File: src/mpo_regs.svh
// Register offsets, reset values and timing constants of the monitor pulse output.
`ifndef MPO_REGS_SVH
`define MPO_REGS_SVH

// Register byte offsets.
`define MPO_OFS_SPEED_REF    8'h00
`define MPO_OFS_CURRENT_REF  8'h04
`define MPO_OFS_SOURCE_SEL   8'h08
`define MPO_OFS_GAIN_TRIM    8'h0C
`define MPO_OFS_WRITE_PROT   8'h10
`define MPO_OFS_STATUS       8'h14
`define MPO_OFS_INCREMENT    8'h18

// Reset values.
`define MPO_RST_SPEED_REF    16'd3000
`define MPO_RST_SOURCE_SEL   8'd1
`define MPO_RST_GAIN_TRIM    16'h0400
`define MPO_RST_WRITE_PROT   8'h00

// Setting limits; current is held in units of 0.01 A.
`define MPO_SPEED_MAX_SMALL  16'd12000
`define MPO_SPEED_MAX_LARGE  16'd8000
`define MPO_CURRENT_MAX      16'd50000

// Monitor source codes.
`define MPO_SRC_SPEED        8'd1
`define MPO_SRC_CURRENT      8'd2
`define MPO_SRC_REFERENCE    8'd21

// Write protect value that allows any write while running.
`define MPO_PROT_ALWAYS      8'd2

// Gain trim unity value is one shifted left by this many bits.
`define MPO_TRIM_SHIFT       10

// Status field positions.
`define MPO_STAT_CLAMP       0
`define MPO_STAT_BUSY        1
`define MPO_STAT_RUNNING     2
`define MPO_STAT_LARGE       3
`define MPO_STAT_REFUSED     4

// Pulse rates and clock.
`define MPO_CLK_HZ           64'd25000000
`define MPO_FS_PPS           64'd1440
`define MPO_MAX_PPS          64'd2400
`define MPO_ACC_BITS         32
`define MPO_FS_INC           ((`MPO_FS_PPS << `MPO_ACC_BITS) / `MPO_CLK_HZ)
`define MPO_MAX_INC          ((`MPO_MAX_PPS << `MPO_ACC_BITS) / `MPO_CLK_HZ)

// Divider widths.
`define MPO_NUM_BITS         50
`define MPO_DEN_BITS         26

`endif

File: src/mpo_pkg.sv
// Types shared by the monitor pulse output files.
package mpo_pkg;

	typedef logic [31:0] mpo_word_t;

	typedef enum {
		MPO_CALC_IDLE,
		MPO_CALC_WAIT
	} mpo_calc_state_t;

endpackage

File: src/mpo_divider.sv
// Restoring divider that yields one quotient bit per clock.
`timescale 1ns/1ps
`include "mpo_regs.svh"

module mpo_divider (
	// Clock and reset.
	input  wire logic                      hclk,
	input  wire logic                      hresetn,
	// Request.
	input  wire logic                      start,
	input  wire logic [`MPO_NUM_BITS-1:0]  numer,
	input  wire logic [`MPO_DEN_BITS-1:0]  denom,
	// Result.
	output logic                           busy,
	output logic                           done,
	output logic      [`MPO_NUM_BITS-1:0]  quot
);
	import mpo_pkg::*;

	logic [`MPO_NUM_BITS-1:0] work;
	logic [`MPO_DEN_BITS-1:0] den;
	logic [`MPO_DEN_BITS:0]   rem;
	logic [6:0]               count;

	wire logic [`MPO_DEN_BITS:0] shifted = {rem[`MPO_DEN_BITS-1:0], work[`MPO_NUM_BITS-1]};
	wire logic                   fits    = shifted >= {1'b0, den};
	wire logic [`MPO_DEN_BITS:0] next_rem = fits ? shifted - {1'b0, den} : shifted;
	wire logic                   last    = count == 7'(`MPO_NUM_BITS - 1);

	always_ff @(posedge hclk or negedge hresetn) begin
		if (!hresetn) begin
			work  <= '0;
			den   <= '0;
			rem   <= '0;
			count <= '0;
			busy  <= 1'b0;
			done  <= 1'b0;
			quot  <= '0;
		end else begin
			done <= 1'b0;
			if (start && !busy) begin
				work  <= numer;
				den   <= denom;
				rem   <= '0;
				count <= '0;
				busy  <= 1'b1;
			end else if (busy) begin
				rem   <= next_rem;
				work  <= {work[`MPO_NUM_BITS-2:0], fits};
				count <= count + 7'h01;
				if (last) begin
					busy <= 1'b0;
					done <= 1'b1;
					quot <= {work[`MPO_NUM_BITS-2:0], fits};
				end
			end
		end
	end

endmodule

File: src/mpo_pulse_monitor.sv
// Monitor pulse train generator with its AHB-Lite register slave.
//
// Summary of operation
// - The monitored quantity is chosen by the source selection and full scale gives 1440 pulses/s.
// - With speed monitored, the speed full-scale reference is the speed giving 1440 pulses/s, 3000 r/min at reset.
// - The pulse rate is linear in the monitored speed relative to the speed full-scale reference.
// - The pulse rate never exceeds 2400 pulses/s whatever the value or reference.
// - With current monitored, the current reference (0 to 500 A) gives 1440 pulses/s, rated current at reset.
// - The pulse rate is linear in the monitored current relative to the current full-scale reference.
// - Source selection 21 gives a constant 1440 pulses/s for calibration.
// - The speed reference accepts up to 12000 r/min on small units and up to 8000 r/min on the large unit.
// - Both full-scale references stay writable while running even with write protect at 0.
// - Gain trim changes are accepted while running and applied to the output scaling.
`timescale 1ns/1ps
`include "mpo_regs.svh"

module mpo_pulse_monitor #(
	parameter logic [15:0] RATED_CURRENT = 16'd500
) (
	// Clock and reset.
	input  wire logic              hclk,
	input  wire logic              hresetn,
	// AHB-Lite slave.
	input  wire logic              hsel,
	input  wire logic [7:0]        haddr,
	input  wire logic [1:0]        htrans,
	input  wire logic              hwrite,
	input  wire logic [2:0]        hsize,
	input  wire mpo_pkg::mpo_word_t hwdata,
	input  wire logic              hready,
	output mpo_pkg::mpo_word_t     hrdata,
	output logic                   hreadyout,
	output logic                   hresp,
	// Monitored quantities from the drive core, current in 0.01 A.
	input  wire logic [15:0]       speed_value,
	input  wire logic [15:0]       current_value,
	input  wire logic              motor_running,
	// Unit size strap pin, high on the large unit.
	input  wire logic              large_unit_pin,
	// Meter pins.
	output logic                   pulse_monitor_output,
	output logic                   monitor_common_return
);
	import mpo_pkg::*;

	////////////////////////////////////////////////////////////////////////////////
	// Strap synchroniser.
	// The strap comes from outside the clock domain, so two flops guard the limit logic.

	logic large_meta;
	logic large_sync;

	always_ff @(posedge hclk or negedge hresetn) begin
		if (!hresetn) begin
			large_meta <= 1'b0;
			large_sync <= 1'b0;
		end else begin
			large_meta <= large_unit_pin;
			large_sync <= large_meta;
		end
	end

	////////////////////////////////////////////////////////////////////////////////
	// Bus address phase capture.

	logic [15:0]       speed_fullscale_ref;
	logic [15:0]       current_fullscale_ref;
	logic [7:0]        monitor_source_select;
	logic [15:0]       meter_gain_trim;
	logic [7:0]        param_write_protect;
	logic              clamp_active;
	logic              write_refused;
	logic [31:0]       phase_inc;
	logic              wr_pend;
	logic [7:0]        wr_addr;

	wire logic req_valid = hsel && hready && htrans[1];
	wire logic req_write = req_valid && hwrite;
	wire logic req_read  = req_valid && !hwrite;

	always_ff @(posedge hclk or negedge hresetn) begin
		if (!hresetn)
			wr_pend <= 1'b0;
		else
			wr_pend <= req_write;
	end

	// The write address moves only for taken writes, so idle bus cycles leave it still.
	always_ff @(posedge hclk or negedge hresetn) begin
		if (!hresetn)
			wr_addr <= 8'h00;
		else if (req_write)
			wr_addr <= haddr;
	end

	assign hreadyout = 1'b1;
	assign hresp     = 1'b0;

	////////////////////////////////////////////////////////////////////////////////
	// Register writes.

	// Offsets are compared in full, so the map does not repeat higher up.
	function automatic logic hit(input logic [7:0] addr, input logic [7:0] ofs);
		hit = addr == ofs;
	endfunction

	wire logic [15:0] speed_max   = large_sync ? `MPO_SPEED_MAX_LARGE : `MPO_SPEED_MAX_SMALL;
	wire logic [15:0] wr_half     = hwdata[15:0];
	wire logic [15:0] speed_wr    = (wr_half > speed_max) ? speed_max : wr_half;
	wire logic [15:0] current_wr  = (wr_half > `MPO_CURRENT_MAX) ? `MPO_CURRENT_MAX : wr_half;
	wire logic        src_allowed = !motor_running || param_write_protect == `MPO_PROT_ALWAYS;
	wire logic        wr_speed    = wr_pend && hit(wr_addr, `MPO_OFS_SPEED_REF);
	wire logic        wr_current  = wr_pend && hit(wr_addr, `MPO_OFS_CURRENT_REF);
	wire logic        wr_source   = wr_pend && hit(wr_addr, `MPO_OFS_SOURCE_SEL);
	wire logic        wr_trim     = wr_pend && hit(wr_addr, `MPO_OFS_GAIN_TRIM);
	wire logic        wr_prot     = wr_pend && hit(wr_addr, `MPO_OFS_WRITE_PROT);
	wire logic        wr_status   = wr_pend && hit(wr_addr, `MPO_OFS_STATUS);

	// The references and the trim ignore write protect and the running state.
	always_ff @(posedge hclk or negedge hresetn) begin
		if (!hresetn)
			speed_fullscale_ref <= `MPO_RST_SPEED_REF;
		else if (wr_speed)
			speed_fullscale_ref <= speed_wr;
	end

	always_ff @(posedge hclk or negedge hresetn) begin
		if (!hresetn)
			current_fullscale_ref <= RATED_CURRENT;
		else if (wr_current)
			current_fullscale_ref <= current_wr;
	end

	always_ff @(posedge hclk or negedge hresetn) begin
		if (!hresetn)
			meter_gain_trim <= `MPO_RST_GAIN_TRIM;
		else if (wr_trim)
			meter_gain_trim <= wr_half;
	end

	always_ff @(posedge hclk or negedge hresetn) begin
		if (!hresetn)
			monitor_source_select <= `MPO_RST_SOURCE_SEL;
		else if (wr_source && src_allowed)
			monitor_source_select <= hwdata[7:0];
	end

	always_ff @(posedge hclk or negedge hresetn) begin
		if (!hresetn)
			param_write_protect <= `MPO_RST_WRITE_PROT;
		else if (wr_prot)
			param_write_protect <= hwdata[7:0];
	end

	// Refused source writes leave a sticky flag; a new refusal wins over the clear.
	always_ff @(posedge hclk or negedge hresetn) begin
		if (!hresetn)
			write_refused <= 1'b0;
		else if (wr_source && !src_allowed)
			write_refused <= 1'b1;
		else if (wr_status && hwdata[`MPO_STAT_REFUSED])
			write_refused <= 1'b0;
	end

	////////////////////////////////////////////////////////////////////////////////
	// Register reads.

	logic div_busy;

	logic [31:0] status_word;

	always_comb begin
		status_word                    = 32'h0;
		status_word[`MPO_STAT_CLAMP]   = clamp_active;
		status_word[`MPO_STAT_BUSY]    = div_busy;
		status_word[`MPO_STAT_RUNNING] = motor_running;
		status_word[`MPO_STAT_LARGE]   = large_sync;
		status_word[`MPO_STAT_REFUSED] = write_refused;
	end

	wire logic [31:0] read_mux =
		hit(haddr, `MPO_OFS_SPEED_REF)   ? {16'h0, speed_fullscale_ref} :
		hit(haddr, `MPO_OFS_CURRENT_REF) ? {16'h0, current_fullscale_ref} :
		hit(haddr, `MPO_OFS_SOURCE_SEL)  ? {24'h0, monitor_source_select} :
		hit(haddr, `MPO_OFS_GAIN_TRIM)   ? {16'h0, meter_gain_trim} :
		hit(haddr, `MPO_OFS_WRITE_PROT)  ? {24'h0, param_write_protect} :
		hit(haddr, `MPO_OFS_STATUS)      ? status_word :
		hit(haddr, `MPO_OFS_INCREMENT)   ? phase_inc : 32'h0;

	// Read data is loaded in the address phase so that it stands through the data phase.
	always_ff @(posedge hclk or negedge hresetn) begin
		if (!hresetn)
			hrdata <= 32'h0;
		else if (req_read)
			hrdata <= read_mux;
	end

	////////////////////////////////////////////////////////////////////////////////
	// Increment computation.

	mpo_calc_state_t calc_state;
	mpo_calc_state_t next_calc_state;
	logic            div_done;
	logic [`MPO_NUM_BITS-1:0] div_quot;

	wire logic        src_speed   = monitor_source_select == `MPO_SRC_SPEED;
	wire logic        src_current = monitor_source_select == `MPO_SRC_CURRENT;
	wire logic        src_ref     = monitor_source_select == `MPO_SRC_REFERENCE;
	wire logic [15:0] mon_value   = src_speed ? speed_value : current_value;
	wire logic [15:0] mon_ref     = src_speed ? speed_fullscale_ref : current_fullscale_ref;
	wire logic [33:0] fs_scaled   = 34'(mon_value) * 34'(`MPO_FS_INC);
	wire logic [`MPO_NUM_BITS-1:0] numer = `MPO_NUM_BITS'(fs_scaled) *
		`MPO_NUM_BITS'(meter_gain_trim);
	wire logic [`MPO_DEN_BITS-1:0] denom = `MPO_DEN_BITS'(mon_ref) << `MPO_TRIM_SHIFT;
	wire logic        div_start   = calc_state == MPO_CALC_IDLE;
	wire logic        over_max    = div_quot > `MPO_NUM_BITS'(`MPO_MAX_INC);
	wire logic [31:0] div_inc     = over_max ? 32'(`MPO_MAX_INC) : div_quot[31:0];

	// One division takes fifty clocks, so a change reaches the output within two divisions.
	mpo_divider i_mpo_divider (
		.hclk    (hclk),
		.hresetn (hresetn),
		.start   (div_start),
		.numer   (numer),
		.denom   (denom),
		.busy    (div_busy),
		.done    (div_done),
		.quot    (div_quot)
	);

	// The divider restarts right after each result, so the increment tracks the value.
	always_comb begin
		case (calc_state)
			MPO_CALC_IDLE: next_calc_state = MPO_CALC_WAIT;
			MPO_CALC_WAIT: next_calc_state = div_done ? MPO_CALC_IDLE : MPO_CALC_WAIT;
			default:       next_calc_state = MPO_CALC_IDLE;
		endcase
	end

	always_ff @(posedge hclk or negedge hresetn) begin
		if (!hresetn)
			calc_state <= MPO_CALC_IDLE;
		else
			calc_state <= next_calc_state;
	end

	// A settings write that lands while a division runs makes its result stale; the result is
	// dropped, so only a division started after the write sets the rate, unless the write lands in the cycle a result is taken.
	logic calc_stale;

	wire logic set_write = wr_speed || wr_current || wr_trim || (wr_source && src_allowed);
	wire logic use_quot  = div_done && !calc_stale;

	always_ff @(posedge hclk or negedge hresetn) begin
		if (!hresetn)
			calc_stale <= 1'b0;
		else if (set_write)
			calc_stale <= 1'b1;
		else if (div_start)
			calc_stale <= 1'b0;
	end

	// The reference source bypasses the divider; unknown sources stay silent.
	always_ff @(posedge hclk or negedge hresetn) begin
		if (!hresetn) begin
			phase_inc    <= 32'h0;
			clamp_active <= 1'b0;
		end else if (src_ref) begin
			phase_inc    <= 32'(`MPO_FS_INC);
			clamp_active <= 1'b0;
		end else if (!(src_speed || src_current)) begin
			phase_inc    <= 32'h0;
			clamp_active <= 1'b0;
		end else if (use_quot) begin
			phase_inc    <= div_inc;
			clamp_active <= over_max;
		end
	end

	////////////////////////////////////////////////////////////////////////////////
	// Phase accumulator; its top bit is the square-wave pulse train.

	logic [`MPO_ACC_BITS-1:0] phase_acc;

	always_ff @(posedge hclk or negedge hresetn) begin
		if (!hresetn)
			phase_acc <= '0;
		else
			phase_acc <= phase_acc + phase_inc;
	end

	// The pin is driven from a flop so that adder glitches never reach the meter.
	always_ff @(posedge hclk or negedge hresetn) begin
		if (!hresetn)
			pulse_monitor_output <= 1'b0;
		else
			pulse_monitor_output <= phase_acc[`MPO_ACC_BITS-1];
	end

	// The return pin is the meter's reference level and is held low.
	assign monitor_common_return = 1'b0;

endmodule

File: config.mk
export PLATFORM = sky130hd
export DESIGN_NAME = mpo_pulse_monitor
export DESIGN_NICKNAME = d
export VERILOG_FILES = /design/src/mpo_pkg.sv /design/src/mpo_divider.sv /design/src/mpo_pulse_monitor.sv
export VERILOG_INCLUDE_DIRS = /design/src
export SDC_FILE = /design/constraint.sdc
export NUM_CORES = 2
export LEC_CHECK = 0
export ABC_CLOCK_PERIOD_IN_PS = 14300
export BUFFER_PORTS_ARGS = -buffer_cell sky130_fd_sc_hd__buf_2
export CORE_MARGIN = 2
export CORE_UTILIZATION = 30
export CTS_CLUSTER_DIAMETER = 30
export DETAILED_ROUTE_END_ITERATION = 8
export PLACE_DENSITY_LB_ADDON = 0.2
export SYNTH_ARGS = -nofsm -noshare
export SYNTH_HDL_FRONTEND = slang
export SYNTH_HIERARCHICAL = 1
export SYNTH_SLANG_ARGS = --single-unit
File: constraint.sdc
create_clock -name hclk -period 14.3 [get_ports hclk]
set_input_delay 0.715 -clock hclk [delete_from_list [all_inputs] [get_ports hclk]]
set_output_delay 0.715 -clock hclk [all_outputs]
set_load 0.1 [all_outputs]
==> metrics.cfg <==
[outcome]
outcome = completed

[clocking]
numClockSinks = 337
cts_max_level = 3
post_cts_buffers = 0
cts_buffers = 67
cts-root-buf = clkbuf_16
clk_pin_slew_ns = 0.05
clk_latency_ns = 0.57
clock_path_buffers = 3
cts_tree = done

[synth]
synthDistinctLibCells = 87
ys_top_cells_by_area = fa_1 27%, dfrtp_1 21%, ha_1 10%
netlist.top_cell.by_area = fa_1
synth_flop_cell = dfrtp_1
synth_seq_area_share_pct = 21.6
ys_warn_count = 6
synth.most_common_cell = nand2_1
syn_area_sq_um = 39100
synth_top_area_share_pct = 27.0
synthCells = 4289
ys_ff_latch = 337
synthTopCellsByCount = 775 x nand2_1, 690 x inv_1, 528 x fa_1, 328 x ha_1, 322 x dfrtp_1
syn_area_per_cell_sq_um = 9.13
synth_edf_count = 0
async_flop_share_pct = 100

[sta]
max_slew.worst_pin.slew_ns = 1.03
max_freq_mhz = 73.8
rsz0062_at_grt = false
finalCriticalPeriod_ns = 13.54
slew_headroom_pct = 31.2
finalHoldViolCount = 0
final_max_slew_viol_count = 0
setup_tns_ns = 0
period_share_pct = 94.7
finClkSkew_ns = 0.0224
setup_violations = 0

[setup_path]
required_ns = 14.78
cp_max_fo = 16
r2r_cells = 49
arrival_ns = 14.03
crit_family = adder cells
rrSetupSlack_ns = 0.76
critical-path-max-stage-delay_ns = 0.55
crit_path_end_kind = register
cp.depth = 49
critPathLaunch = monitor_source_select[3]
path_class = register to register
crit_buf_inv = 10
startpoint_type = register
path_common_cell = fa_1
r2r_start = monitor_source_select[3]
cpMaxStageDelayCell = fa_1

[finish]
fill_cells = 13578
layout-drive-gt1-share_pct = 9.33
area_growth_pct = 12.9
nets = 5303

[place]
globalplace.congestion = 0.854
numPortBuffers = 96
hpwl_mm = 79.8

[grt]
overflow = 0
grt_first_pass_wirelength_mm = 173
antenna_found_initial = 8
grtUsageTotal_pct = 16.3
grt_start_max_net_pins = 99
grt_pass1_vias = 30974

[route]
drc = 0
drtIter0Drc = 1479
drt_wl_total_mm = 104
wl_per_cell_microns = 16.9
via_count = 28980
drt_pass1_iterations = 7
vias_per_cell = 4.70
ant_nets = 0

[hold_path]
hold_class = input port to asynchronous set/reset pin

[floorplan]
floorplan.initialDensity_pct = 30.2
num_rows = 132
die-area_sq_um = 133000
ioPinCount = 120
coreArea_sq_um = 129000
die_w_microns = 365
fp.dieH_microns = 365

[flow_run]
maxCapViolCount = 0

## layer usage
layer | GRT usage (%) | wire length [microns] | share of wire, % | vias up
met5 | 0 | 50 | 0.048 | -
met4 | 3.82 | 2340 | 2.2 | 8
met3 | 1.97 | 3710 | 3.6 | 115
met2 | 27.4 | 49500 | 48 | 444
met1 | 22.4 | 48500 | 47 | 14569
li1 | - | - | - | 13844
## cells by family after synthesis
family	synth area share (%)
multiplexers	3.96
adder cells (fa/ha/maj)	37.5
other	0.0192
AO/OA/AOI/OAI	10.2
buffers and inverters	8.56
flip-flops	21.6
XOR/XNOR	2.73
AND/OR/NAND/NOR	15.5
## sequential cells by signal, indices dropped and copies added (netlist names)
name	flops
i_mpo_divider/work	50
calc_stale	1
calc_state	1
i_mpo_divider/quot	50
phase_inc	32
phase_acc	32
hrdata	32
current_fullscale_ref	16
i_mpo_divider/den	26
i_mpo_divider/rem	26
write_refused	1
speed_fullscale_ref	16
i_mpo_divider/count	7
large_meta	1
monitor_source_select	8
wr_pend	1
i_mpo_divider/done	1
pulse_monitor_output	1
wr_addr	8
clamp_active	1
i_mpo_divider/busy	1
param_write_protect	8
large_sync	1
meter_gain_trim	16
## placed cells by master (no fill, tap or decap), types with 19 or more instances in the layout
master / count
buf_2: 95
nand4_1: 26
inv_1: 689
nor2b_1: 26
ha_1: 328
clkbuf_16: 68
xnor2_1: 78
nor2_1: 102
a21o_1: 58
nor3_1: 35
o21ai_0: 188
o21ai_1: 33
a21oi_1: 130
dfrtp_1: 319
nand2b_1: 30
nand2_1: 774
mux2_2: 57
o211ai_1: 19
fa_1: 528
nand3_1: 49
xor2_1: 41
buf_4: 86
and2_1: 213
mux2i_1: 84
## final timing paths
path | end
setup / recovery | i_mpo_divider/work[44]
hold / removal | pulse_monitor_output
setup reg to reg | i_mpo_divider/work[44]
hold reg to reg | large_sync
max in group asynchronous | i_mpo_divider/busy
min in group hclk | large_meta
## cell type report
class / instances / area, sq um / area share (%)
Multi-Input combinational cell: 3083 / 27400 / 62.1
Sequential cell: 337 / 8460 / 19.1
Inverter: 692 / 2600 / 5.88
Tap cell: 1742 / 2180 / 4.93
Clock buffer: 87 / 1880 / 4.26
Timing Repair Buffer: 182 / 1140 / 2.57
Clock inverter: 37 / 510 / 1.15
Antenna cell: 3 / 7.51 / 0.0170
## what timing repair did
action,CTS,global route
hold buffers,0,0
endpoints found under the setup margin,0,11
resized for setup,0,4
## through the flow
step           std cells  worst slack [ns]  hold WS, ns  instance area [sq um]  util (%)
2_1_floorplan       4301              1.91        0.331                  39200         -
3_3_place_gp        6036             0.529        0.339                  41800      32.3
3_5_place_dp        6036             0.494        0.340                  41800      32.3
4_1_cts             6160             0.405        0.156                  44200      34.1
5_1_grt             6162            0.0104        0.184                  44200      34.1
6_report            6163             0.757        0.130                  44200      34.1
Power is left out: the tool's default activity adds up to more than one toggle a clock period on the data nets, which glitch-free logic cannot reach.
